$ cat src/cflc_pkg.sv
// Package of offsets, reset values, log layout and carrier types.
package cflc_pkg;

  // Register offsets on the configuration port.
  localparam logic [7:0] OFF_LOG_SEL = 8'h47;
  localparam logic [7:0] OFF_UV_EN_LOW = 8'h48;
  localparam logic [7:0] OFF_UV_OV_EN_MID = 8'h49;
  localparam logic [7:0] OFF_OV_EN_HIGH = 8'h4a;
  localparam logic [7:0] OFF_UNLOCK = 8'h5d;
  localparam logic [7:0] OFF_FLAGS_LOW = 8'h18;
  localparam logic [7:0] OFF_FLAGS_HIGH = 8'h19;

  // Field positions.
  localparam int UNLOCK_BIT = 1;
  localparam int LOCKED_BIT = 0;

  // Values after reset: logger on with full content, nothing armed.
  localparam logic [1:0] RST_LOG_SEL = 2'h0;
  localparam logic [7:0] RST_EN = 8'h00;

  // Number of monitored inputs and width of one stored result.
  localparam int NUM_INPUTS = 12;
  localparam int RES_W = 8;

  // Nonvolatile log layout: two flag bytes, then one byte per input.
  localparam logic [7:0] LOG_BASE = 8'h01;
  localparam logic [3:0] IDX_FLAGS_FIRST = 4'h0;
  localparam logic [3:0] IDX_FLAGS_LAST = 4'h1;
  localparam logic [3:0] IDX_ADC_FIRST = 4'h2;
  localparam logic [3:0] IDX_ADC_LAST = 4'hd;

  // Logged content selection.
  typedef enum logic [1:0] {
    LOG_ALL = 2'b00,
    LOG_FLAGS = 2'b01,
    LOG_ADC = 2'b10,
    LOG_NONE = 2'b11
  } cflc_log_sel_t;

  // One access on the configuration port.
  typedef struct packed {
    logic wr;
    logic rd;
    logic [7:0] addr;
    logic [7:0] wdata;
  } cflc_cfg_req_t;

  // One byte write towards the nonvolatile memory.
  typedef struct packed {
    logic wr;
    logic [7:0] addr;
    logic [7:0] data;
  } cflc_nvm_wr_t;

endpackage

$ cat src/cflc_log_writer.sv
// Sequencer that moves a fault snapshot into nonvolatile memory.
`timescale 1ns/1ps
module cflc_log_writer (
  input wire logic ref_clk_i,
  input wire logic resetn_i,
  input wire logic start_i,
  input wire logic [1:0] mode_i,
  input wire logic [11:0] flags_i,
  input wire logic [95:0] adc_i,
  input wire logic nvm_ready_i,
  output cflc_pkg::cflc_nvm_wr_t nvm_o,
  output logic busy_o,
  output logic done_o
);

  // Writer states.
  typedef enum logic [1:0] {
    WS_IDLE = 2'b00,
    WS_RUN = 2'b01,
    WS_DONE = 2'b10
  } cflc_wstate_t;

  cflc_wstate_t state_r, state_nxt; // Sequencer state.
  logic [3:0] idx_r, idx_nxt; // Current log byte index.
  logic [3:0] last_r, last_nxt; // Last index for this log.
  cflc_pkg::cflc_nvm_wr_t nvm_r, nvm_nxt; // Byte write request.

  // Byte for a log index: flag bytes first, then results in input order.
  function automatic logic [7:0] log_byte(input logic [3:0] idx,
                                          input logic [11:0] fl,
                                          input logic [95:0] adc);
    logic [3:0] k;
    k = idx - cflc_pkg::IDX_ADC_FIRST;
    if (idx == cflc_pkg::IDX_FLAGS_FIRST) begin
      log_byte = fl[7:0];
    end else if (idx == cflc_pkg::IDX_FLAGS_LAST) begin
      log_byte = {4'h0, fl[11:8]};
    end else begin
      log_byte = adc[k*8 +: 8];
    end
  endfunction

  // Next-state logic; a byte is held until memory takes it.
  always_comb begin
    state_nxt = state_r;
    idx_nxt = idx_r;
    last_nxt = last_r;
    nvm_nxt = nvm_r;
    case (state_r)
      WS_IDLE: begin
        if (start_i) begin
          // Results only skip the flag bytes.
          idx_nxt = (mode_i == cflc_pkg::LOG_ADC) ?
                    cflc_pkg::IDX_ADC_FIRST : cflc_pkg::IDX_FLAGS_FIRST;
          // Flags only stop before the results.
          last_nxt = (mode_i == cflc_pkg::LOG_FLAGS) ?
                     cflc_pkg::IDX_FLAGS_LAST : cflc_pkg::IDX_ADC_LAST;
          nvm_nxt.wr = 1'b1;
          nvm_nxt.addr = cflc_pkg::LOG_BASE + {4'h0, idx_nxt};
          nvm_nxt.data = log_byte(idx_nxt, flags_i, adc_i);
          state_nxt = WS_RUN;
        end
      end
      WS_RUN: begin
        if (nvm_ready_i) begin
          if (idx_r == last_r) begin
            nvm_nxt.wr = 1'b0;
            state_nxt = WS_DONE;
          end else begin
            idx_nxt = idx_r + 4'h1;
            nvm_nxt.addr = cflc_pkg::LOG_BASE + {4'h0, idx_nxt};
            nvm_nxt.data = log_byte(idx_nxt, flags_i, adc_i);
          end
        end
      end
      WS_DONE: begin
        state_nxt = WS_IDLE;
      end
      default: begin
        state_nxt = WS_IDLE;
        nvm_nxt.wr = 1'b0;
      end
    endcase
  end

  // Registers only.
  always_ff @(posedge ref_clk_i) begin
    if (!resetn_i) begin
      state_r <= WS_IDLE;
      idx_r <= 4'h0;
      last_r <= 4'h0;
      nvm_r <= '0;
    end else begin
      state_r <= state_nxt;
      idx_r <= idx_nxt;
      last_r <= last_nxt;
      nvm_r <= nvm_nxt;
    end
  end

  assign nvm_o = nvm_r;
  assign busy_o = (state_r == WS_RUN);
  assign done_o = (state_r == WS_DONE);

endmodule

$ cat src/cflc_top.sv
// Critical fault enables, log content select, shutdown and log lock.
`timescale 1ns/1ps

module cflc_top (
  input wire logic ref_clk_i,
  input wire logic resetn_i,
  input cflc_pkg::cflc_cfg_req_t cfg_i,
  input wire logic [11:0] uv_viol_i,
  input wire logic [11:0] ov_viol_i,
  input wire logic [95:0] adc_result_i,
  input wire logic [11:0] supply_en_req_i,
  input wire logic nvm_ready_i,
  output logic [7:0] cfg_rdata_o,
  output logic [11:0] supply_en_o,
  output cflc_pkg::cflc_nvm_wr_t nvm_o,
  output logic log_busy_o,
  output logic log_locked_o,
  output logic crit_fault_o
);

  // Software-visible configuration.
  logic [1:0] log_sel_r, log_sel_nxt; // Logged content select.
  logic [7:0] uv_en_low_r, uv_en_low_nxt; // Undervoltage arms 1..8.
  logic [7:0] uv_ov_en_mid_r, uv_ov_en_mid_nxt; // Mixed arms.
  logic [7:0] ov_en_high_r, ov_en_high_nxt; // Overvoltage arms 5..12.

  // Fault state.
  logic [11:0] flags_r, flags_nxt; // Per-input sticky fault flags.
  logic kill_r, kill_nxt; // Supply shutdown latch.
  logic locked_r, locked_nxt; // Log memory lock.
  logic [7:0] rdata_r, rdata_nxt; // Registered read data.
  logic [11:0] supply_r, supply_nxt; // Gated supply enables.
  logic crit_r, crit_nxt; // Registered fault pulse.

  // Snapshot handed to the writer, frozen while it runs.
  logic [11:0] snap_flags_r, snap_flags_nxt;
  logic [95:0] snap_adc_r, snap_adc_nxt;
  logic start_r, start_nxt; // One-cycle writer start.
  logic [1:0] start_mode_r, start_mode_nxt; // Content for that start.

  // Derived arm vectors and trigger terms.
  logic [11:0] uv_arm; // Undervoltage arm per input.
  logic [11:0] ov_arm; // Overvoltage arm per input.
  logic [11:0] hit; // Armed violations this cycle.
  logic crit; // Any armed violation.
  logic wr_busy; // Writer sequencing.
  logic wr_done; // Writer finished a log.

  // Address match for a write on the configuration port.
  function automatic logic reg_hit(input logic [7:0] addr,
                                   input logic [7:0] off);
    reg_hit = (addr == off);
  endfunction

  // Map enable registers onto per-input arms.
  assign uv_arm = {uv_ov_en_mid_r[3:0], uv_en_low_r};
  assign ov_arm = {ov_en_high_r, uv_ov_en_mid_r[7:4]};

  // Only armed comparisons count; others are dropped here.
  assign hit = (uv_viol_i & uv_arm) | (ov_viol_i & ov_arm);
  assign crit = |hit;

  // Flag update per input: an enabled violation sets, write-one clears.
  // Set wins over a clear in the same cycle so no event is lost.
  genvar g;
  generate
    for (g = 0; g < cflc_pkg::NUM_INPUTS; g++) begin : g_flag
      logic clr;
      assign clr = cfg_i.wr &&
        (g < 8 ? reg_hit(cfg_i.addr, cflc_pkg::OFF_FLAGS_LOW) &&
                 cfg_i.wdata[g % 8] :
                 reg_hit(cfg_i.addr, cflc_pkg::OFF_FLAGS_HIGH) &&
                 cfg_i.wdata[g % 8]);
      always_comb begin
        flags_nxt[g] = flags_r[g];
        if (hit[g]) begin
          flags_nxt[g] = 1'b1;
        end else if (clr) begin
          flags_nxt[g] = 1'b0;
        end
      end
    end
  endgenerate

  // Configuration writes.
  always_comb begin
    log_sel_nxt = log_sel_r;
    uv_en_low_nxt = uv_en_low_r;
    uv_ov_en_mid_nxt = uv_ov_en_mid_r;
    ov_en_high_nxt = ov_en_high_r;
    if (cfg_i.wr) begin
      if (reg_hit(cfg_i.addr, cflc_pkg::OFF_LOG_SEL)) begin
        // Upper bits are not stored and so cannot steer anything.
        log_sel_nxt = cfg_i.wdata[1:0];
      end
      if (reg_hit(cfg_i.addr, cflc_pkg::OFF_UV_EN_LOW)) begin
        uv_en_low_nxt = cfg_i.wdata;
      end
      if (reg_hit(cfg_i.addr, cflc_pkg::OFF_UV_OV_EN_MID)) begin
        uv_ov_en_mid_nxt = cfg_i.wdata;
      end
      if (reg_hit(cfg_i.addr, cflc_pkg::OFF_OV_EN_HIGH)) begin
        ov_en_high_nxt = cfg_i.wdata;
      end
    end
  end

  // Read data: registered one cycle after the read strobe.
  always_comb begin
    rdata_nxt = rdata_r;
    if (cfg_i.rd) begin
      case (cfg_i.addr)
        cflc_pkg::OFF_LOG_SEL: rdata_nxt = {6'h00, log_sel_r};
        cflc_pkg::OFF_UV_EN_LOW: rdata_nxt = uv_en_low_r;
        cflc_pkg::OFF_UV_OV_EN_MID: rdata_nxt = uv_ov_en_mid_r;
        cflc_pkg::OFF_OV_EN_HIGH: rdata_nxt = ov_en_high_r;
        cflc_pkg::OFF_FLAGS_LOW: rdata_nxt = flags_r[7:0];
        cflc_pkg::OFF_FLAGS_HIGH: rdata_nxt = {4'h0, flags_r[11:8]};
        cflc_pkg::OFF_UNLOCK: rdata_nxt = {7'h00, locked_r};
        default: rdata_nxt = 8'h00;
      endcase
    end
  end

  // Shutdown latch: any armed fault kills every supply enable. It is
  // released only once the sequencer has dropped all requests, so a
  // supply never glitches back on while the request is still high.
  always_comb begin
    kill_nxt = kill_r;
    if (crit) begin
      kill_nxt = 1'b1;
    end else if (supply_en_req_i == 12'h000) begin
      kill_nxt = 1'b0;
    end
    crit_nxt = crit;
    // The fault cycle itself already forces outputs low.
    supply_nxt = (kill_r || crit) ? 12'h000 : supply_en_req_i;
  end

  // Log start: only when unlocked, idle and content is selected.
  // A fault during a running log is not logged again; the snapshot
  // must stay frozen until the last byte is taken.
  always_comb begin
    start_nxt = 1'b0;
    start_mode_nxt = start_mode_r;
    snap_flags_nxt = snap_flags_r;
    snap_adc_nxt = snap_adc_r;
    if (crit && !locked_r && !wr_busy && !start_r) begin
      if (log_sel_r != cflc_pkg::LOG_NONE) begin
        start_nxt = 1'b1;
        start_mode_nxt = log_sel_r;
        snap_flags_nxt = hit;
        snap_adc_nxt = adc_result_i;
      end
    end
  end

  // Lock: set by a finished log, cleared by writing the unlock bit.
  // A log finishing in the unlock cycle keeps the memory locked.
  always_comb begin
    locked_nxt = locked_r;
    if (wr_done) begin
      locked_nxt = 1'b1;
    end else if (cfg_i.wr && reg_hit(cfg_i.addr, cflc_pkg::OFF_UNLOCK) &&
                 cfg_i.wdata[cflc_pkg::UNLOCK_BIT]) begin
      locked_nxt = 1'b0;
    end
  end

  // All registers of the block.
  always_ff @(posedge ref_clk_i) begin
    if (!resetn_i) begin
      log_sel_r <= cflc_pkg::RST_LOG_SEL;
      uv_en_low_r <= cflc_pkg::RST_EN;
      uv_ov_en_mid_r <= cflc_pkg::RST_EN;
      ov_en_high_r <= cflc_pkg::RST_EN;
      flags_r <= 12'h000;
      kill_r <= 1'b0;
      locked_r <= 1'b0;
      rdata_r <= 8'h00;
      supply_r <= 12'h000;
      crit_r <= 1'b0;
      snap_flags_r <= 12'h000;
      snap_adc_r <= 96'h0;
      start_r <= 1'b0;
      start_mode_r <= cflc_pkg::RST_LOG_SEL;
    end else begin
      log_sel_r <= log_sel_nxt;
      uv_en_low_r <= uv_en_low_nxt;
      uv_ov_en_mid_r <= uv_ov_en_mid_nxt;
      ov_en_high_r <= ov_en_high_nxt;
      flags_r <= flags_nxt;
      kill_r <= kill_nxt;
      locked_r <= locked_nxt;
      rdata_r <= rdata_nxt;
      supply_r <= supply_nxt;
      crit_r <= crit_nxt;
      snap_flags_r <= snap_flags_nxt;
      snap_adc_r <= snap_adc_nxt;
      start_r <= start_nxt;
      start_mode_r <= start_mode_nxt;
    end
  end

  // Byte sequencer for the nonvolatile log.
  cflc_log_writer u_writer (
    .ref_clk_i(ref_clk_i),
    .resetn_i(resetn_i),
    .start_i(start_r),
    .mode_i(start_mode_r),
    .flags_i(snap_flags_r),
    .adc_i(snap_adc_r),
    .nvm_ready_i(nvm_ready_i),
    .nvm_o(nvm_o),
    .busy_o(wr_busy),
    .done_o(wr_done)
  );

  assign cfg_rdata_o = rdata_r;
  assign supply_en_o = supply_r;
  assign log_busy_o = wr_busy;
  assign log_locked_o = locked_r;
  assign crit_fault_o = crit_r;

endmodule

$ cat config.mk
export PLATFORM = sky130hd
export DESIGN_NAME = cflc_top
export DESIGN_NICKNAME = d
export VERILOG_FILES = /design/src/cflc_pkg.sv /design/src/cflc_log_writer.sv /design/src/cflc_top.sv
export SDC_FILE = /design/constraint.sdc
export NUM_CORES = 1
export LEC_CHECK = 0
export ABC_AREA = 1
export CAP_MARGIN = 5
export CORE_MARGIN = 8
export CORE_UTILIZATION = 35
export CTS_CLUSTER_DIAMETER = 30
export DETAILED_ROUTE_END_ITERATION = 10
export DONT_BUFFER_PORTS = 1
export PLACE_DENSITY = 0.47
export SLEW_MARGIN = 10
export SYNTH_ARGS = -nofsm -noshare
export SYNTH_HDL_FRONTEND = slang
export SYNTH_SLANG_ARGS = --single-unit
$ cat constraint.sdc
create_clock -name ref_clk_i -period 2.9 [get_ports ref_clk_i]
set_input_delay 0.58 -clock ref_clk_i [delete_from_list [all_inputs] [get_ports ref_clk_i]]
set_output_delay 0.58 -clock ref_clk_i [all_outputs]
set_load 0.03 [all_outputs]
; ---- Word-level counts from Yosys, hierarchy flattened
; Index checks and enable logic that the tools add are counted.
[word_totals]
elab_cells = 176
regBits = 199
[classes]
add_sub_neg = 5
n_bitwise = 5
eq_ne = 19
muxes = 50
n_shift = 2
reduce_logical = 64
[ops]
columns = op, count
row1 = indexed part select 96 x 8 -> 8 bit, 2
row2 = case mux 8 bit (7 select lines), 1
row3 = "equality test 8 x 7 -> 1 bit, second input constant", 5
row4 = two-way mux 17 bit, 2
row5 = two-way mux 8 bit, 4
row6 = case mux 16 bit (2 select lines), 1
row7 = two-way mux 1 bit, 30
row8 = nonzero test 2 bit, 15
row9 = logical AND 1 bit, 29
row10 = AND 12 bit, 2
row11 = "equality test 8 x 5 -> 1 bit, second input constant", 2
row12 = two-way mux 16 bit, 1
row13 = two-way mux 4 bit, 4
row14 = AND reduction 2 bit, 7
row15 = logical NOT 12 bit, 1
row16 = bitwise OR 12 bit, 1
row17 = OR reduction 12 bit, 1
row18 = "adder 1 x 4 -> 5 bit, first input constant", 2
row19 = "equality test 4 x 1 -> 1 bit, second input constant", 2
row20 = logical NOT 4 bit, 2
row21 = two-way mux 2 bit, 4
row22 = "!= test 2 bit, second input constant", 4
row23 = case mux 4 bit (2 select lines), 1
row24 = AND reduction 4 bit, 2
row25 = 14 further kinds, 20

; ---- Logic depth before layout (Yosys ltp)
[depth]
word_depth = 8
depth_mapped = 16

; ---- By module
; A second synthesis with hierarchy kept.
[hier_totals]
cells_unflattened = 1620
area_unflattened_um2 = 10654.0
[by_module_without_submodules]
columns = mod, seq_area_each_um2, cells_per_inst, area_each_um2, instances
row1 = cflc_top, 3443.3, 1112, 7998.9, 1
row2 = cflc_log_writer, 440.4, 508, 2655.0, 1

; ---- Least setup slack after synthesis
; No wires, ideal clock.
[synth_path]
path_kind = reg2reg
startpoint = register u_writer.idx_r[0]
endpoint = register u_writer.nvm_r, in the netlist u_writer.nvm_o[7]
path_stages_with_launch = 17
n_path_buf = 4
path_slack_ps = 151
arrival_ps = 2617
path_cell_list = dfxtp_1 -> buf_2 -> clkinv_1 -> clkbuf_1 -> ha_1 -> clkbuf_1 -> clkinv_1 -> clkbuf_1 -> ha_1 -> inv_1 -> nand3_1 -> nand2_1 -> nand3_1 -> nand3_1 -> nand2_1 -> nand2_1 -> a21oi_1
[synth_via]
elab_chain_len = 8
[synth_lines]
columns = element, line_no
row1 = start: declaration, cflc_log_writer.sv:24  ; logic [3:0] idx_r, idx_nxt;
row2 = start signal: assignment, cflc_log_writer.sv:95  ; idx_r <= idx_nxt;
row3 = adder 4 x 1 -> 4 bit, cflc_log_writer.sv:70  ; idx_nxt = idx_r + 4'h1;
row4 = subtractor 4 x 2 -> 4 bit, cflc_log_writer.sv:33  ; k = idx - cflc_pkg::IDX_ADC_FIRST;
row5 = indexed part select 96 x 8 -> 8 bit, cflc_log_writer.sv:39  ; log_byte = adc[k*8 +: 8];
row6 = two-way mux 8 bit, cflc_log_writer.sv:36  ; end else if (idx == cflc_pkg::IDX_FLAGS_LAST) begin
row7 = two-way mux 8 bit, cflc_log_writer.sv:34  ; if (idx == cflc_pkg::IDX_FLAGS_FIRST) begin
row8 = two-way mux 16 bit, cflc_log_writer.sv:66  ; if (idx_r == last_r) begin
row9 = two-way mux 17 bit, cflc_log_writer.sv:65  ; if (nvm_ready_i) begin
row10 = case mux 16 bit (2 select lines), cflc_log_writer.sv:49  ; case (state_r)
row11 = end signal: assignment, cflc_log_writer.sv:97  ; nvm_r <= nvm_nxt;
row12 = end: declaration, cflc_log_writer.sv:26  ; cflc_pkg::cflc_nvm_wr_t nvm_r, nvm_nxt;
; Several ways; a longest one is shown, not always the timed one. The select of a mux whose other input is x is not followed.
; A chain may end at the register's enable or synchronous reset.

; ---- Worst setup path after layout
[layout_path]
startpoint = register u_writer.idx_r[1]
endpoint = register u_writer.nvm_r, in the netlist u_writer.nvm_o[5]
; The elaborated chain is that of the path after synthesis.

==> impl_results.md <==
* Post-route ant nets at 0
* Yosys top cell area share at 0.4097
* Reg2Reg Depth at 12
* Ys flop type: dfxtp_1
* Die footprint at 0.03261 mm^2
* Register-to-register setup slack at 0.46 ns
* Final setup fails at 0
* Setup_tns at 0 ns
* Footprint of the multi-input gates at 0.004528 mm^2
* Worst-margin pin slew at 0.5817 ns
* Clock sinks at 194
* Gpl congestion at 0.8338
* Worst VDD drop at 0.2763 mV
* Routed len/inst at 15.94 um
* Post-route DRC violation count at 0
* Register area at 0.003885 mm^2
* # fillers at 3028
* Crit Path Category: register to register
* Number of DRC markers in iteration 0 at 510
* Congestion Overflow GR at 0
* RR Endpoint: u_writer.nvm_o[5]$_SDFFE_PN0P_
* Die width at 180.6 um
* Part of the Yosys area used for sequential elements at 0.4097
* Post-route minimum period at 2.441 ns
* Dpl cells at 1813
* GRT Total Usage at 0.1786
* Antenna diodes at 0
* Top post-synthesis cells by area: dfxtp_1 41%, nand2_1 19%, nor2_1 11%
* Avg Synthesized Cell Area at 6.204 um^2
* Most common cell after layout, fill and taps aside: nand2_1
* P&R area growth vs syn at 9.490%
* Non-Filler Instances at 1845
* FF-to-FF Start: u_writer.idx_r[1]$_SDFFE_PN0P_
* Die H at 180.6 um
* Setup Fix Bufs, Post-CTS at 0
* RSZ-0062 raised after global routing: false
* Clock Skew at 0.01590 ns
* Hold Vio Cnt, Final at 0
* Clock-pin transition on the worst setup and hold timing paths at 0.08 ns
* Async SR Flop Fraction at 0
* I/O pins at 193
* First drt pass iteration count at 8
* Yosys warnings at 0
* CTS buffer count at 17
* Maximum operating frequency at 0.4097 GHz
* Longest Clk Path Bufs at 2
* Post-synth cell types at 35
* Vias in the first global route at 8309
* Final wirelength at 29.40 mm
* Worst Hold Launch: cfg_i[7]
* Crit path DAT at 2.74 ns
* Synthesized instance count at 1528
* Slew HR at 0.6081
* Max Transition Viols Final at 0
* First-pass GRT wire length at 46.71 mm
* Row cnt at 60
* Pwr/cell area at 679.8 mW/mm^2
* Clock root cell: clkbuf_16
* Dpl hpwl at 21.28 mm
* Yosys top cell by area: dfxtp_1
* Max-cap viol count at 0
* Static Leak at 5.084 nW
* CTS tree: done
* Worst-Skew Late Latency at 0.44 ns
* Syn Std Cell Area at 0.009480 mm^2
* Vias per cell at 4.709
* Pwr Total at 7.056 mW
* Starting Density at 0.3537
* Outcome: finished, final reports clean
* Most frequent cells in the layout: 469 x nand2_1, 266 x nor2_1, 196 x inv_1, 193 x dfxtp_1, 101 x nand3_1
* WHS Path Cells at 2
* Htree depth at 4
* Initial antenna violation count at 1
* Worst Setup End Kind: register
* Min-delay worst type: input port to register
* Startpoint Class: register
* Yosys reg bits at 194
* Via count at 8688
* Critical-path maximum fanout at 12
* Pin count of the biggest net entering global routing at 138
* Core ar. at 0.02680 mm^2
* I/O Buffers at 0
* Share of cells above drive strength 1 at 0.04189
* Final period utilization at 0.8417
* # resized after CTS at 0
* Hold-fix buffers at CTS at 0
* Worst Hold End: ov_en_high_r[7]$_SDFFE_PN0P_
* Number of synthesized flops with an enable pin at 0
* Crit path required time at 3.20 ns
* Final #Nets at 1649
-- cell usage after synthesis (2+ instances only) --
master      n
a211oi_1    5
a21oi_1    92
a22o_1      3
buf_1       2
buf_2      15
buf_4       4
clkbuf_1   54
clkinv_1    3
dfxtp_1   194
ha_1        5
inv_1     196
inv_2       3
nand2_1   469
nand2_2     2
nand3_1   101
nand4_1     9
nor2_1    266
nor3_1      6
o21ai_0    72
o21ai_1     3
o22ai_1    10
-- per-layer routing --
metal,global-route usage,wire length [um]
met1,0.2366,14300
met2,0.2874,13290
met3,0.04214,1506
met4,0.04663,301
met5,0,13
-- final cells by class --
type | instances | area share
clock inverters | 12 | 0.01398
repair buffers | 19 | 0.01736
multi-input cells | 1057 | 0.4362
well taps | 341 | 0.04110
flip-flops and latches | 194 | 0.3743
inverters | 202 | 0.07305
clock buffers | 20 | 0.04400
-- stage by stage --
step                      instance area [um^2]  setup slack, ns  hold slack [ns]  utilization
after floorplan                           9488           0.1511           0.4396            -
after global placement                    9778           0.5549           0.4545       0.3648
after detailed placement                  9778           0.4814           0.4597       0.3648
after CTS                                10380           0.4719           0.2448       0.3873
after global routing                     10380           0.2489           0.2586       0.3873
final                                    10380           0.4591           0.2719       0.3873
-- cells by family (layout without fill, tap and decap cells) --
| logic type | count (synthesis) | after routing | share of synthesized area |
|---|---|---|---|
| adders and majority gates | 5 | 5 | 0.006599 |
| and+or+nand+nor | 861 | 861 | 0.3619 |
| DFF | 194 | 194 | 0.4097 |
| other | 1 | 3 | 0.0003956 |
| buffers and inverters | 279 | 253 | 0.1150 |
| AOI/OAI and AO/OA | 188 | 188 | 0.1065 |
-- state kept, by name, summed over array words and instances, names as in the netlist --
name,count
u_writer.state_r,2
start_r,1
flags_r,12
supply_en_o,12
snap_flags_r,12
log_locked_o,1
crit_fault_o,1
ov_en_high_r,8
start_mode_r,2
cfg_rdata_o,8
uv_en_low_r,8
snap_adc_r,96
log_sel_r,2
u_writer.nvm_o,14
u_writer.idx_r,4
uv_ov_en_mid_r,8
kill_r,1
u_writer.last_r,2
-- worst max-delay path, cell delays in order (launching register included) --
cell and delay, ns:
dfxtp_1 0.45, inv_1 0.09, ha_1 0.31, clkinv_1 0.34
ha_1 0.37, inv_1 0.07, nand2_1 0.05, nand2_1 0.21
nand2_1 0.11, nand3_1 0.12, nand2_1 0.06, nand2_1 0.07
a21oi_1 0.06
-- where the power goes --
group          total [mW]  leakage (nW)  internal (mW)  switching (mW)
clock                2.47         0.288           1.34            1.13
combinational        1.62          3.23          0.473            1.15
sequential           2.97          1.57           2.78           0.190
total                7.06          5.08           4.59            2.47
-- how the worst max path moves through the flow --
stage | start | to | slack [ns] | depth (start not counted)
floorplan | u_writer.idx_r[0]$_SDFFE_PN0P_ | u_writer.nvm_o[7]$_SDFFE_PN0P_ | 0.15 | 16
global placement | u_writer.idx_r[1]$_SDFFE_PN0P_ | u_writer.nvm_o[5]$_SDFFE_PN0P_ | 0.55 | 12
detailed placement | u_writer.idx_r[1]$_SDFFE_PN0P_ | u_writer.nvm_o[5]$_SDFFE_PN0P_ | 0.48 | 12
CTS | u_writer.idx_r[1]$_SDFFE_PN0P_ | u_writer.nvm_o[5]$_SDFFE_PN0P_ | 0.47 | 12
global route | u_writer.idx_r[1]$_SDFFE_PN0P_ | u_writer.nvm_o[0]$_SDFFE_PN0P_ | 0.25 | 12
finish | u_writer.idx_r[1]$_SDFFE_PN0P_ | u_writer.nvm_o[5]$_SDFFE_PN0P_ | 0.46 | 12
Note: power is estimated with default switching activity, not from simulation.
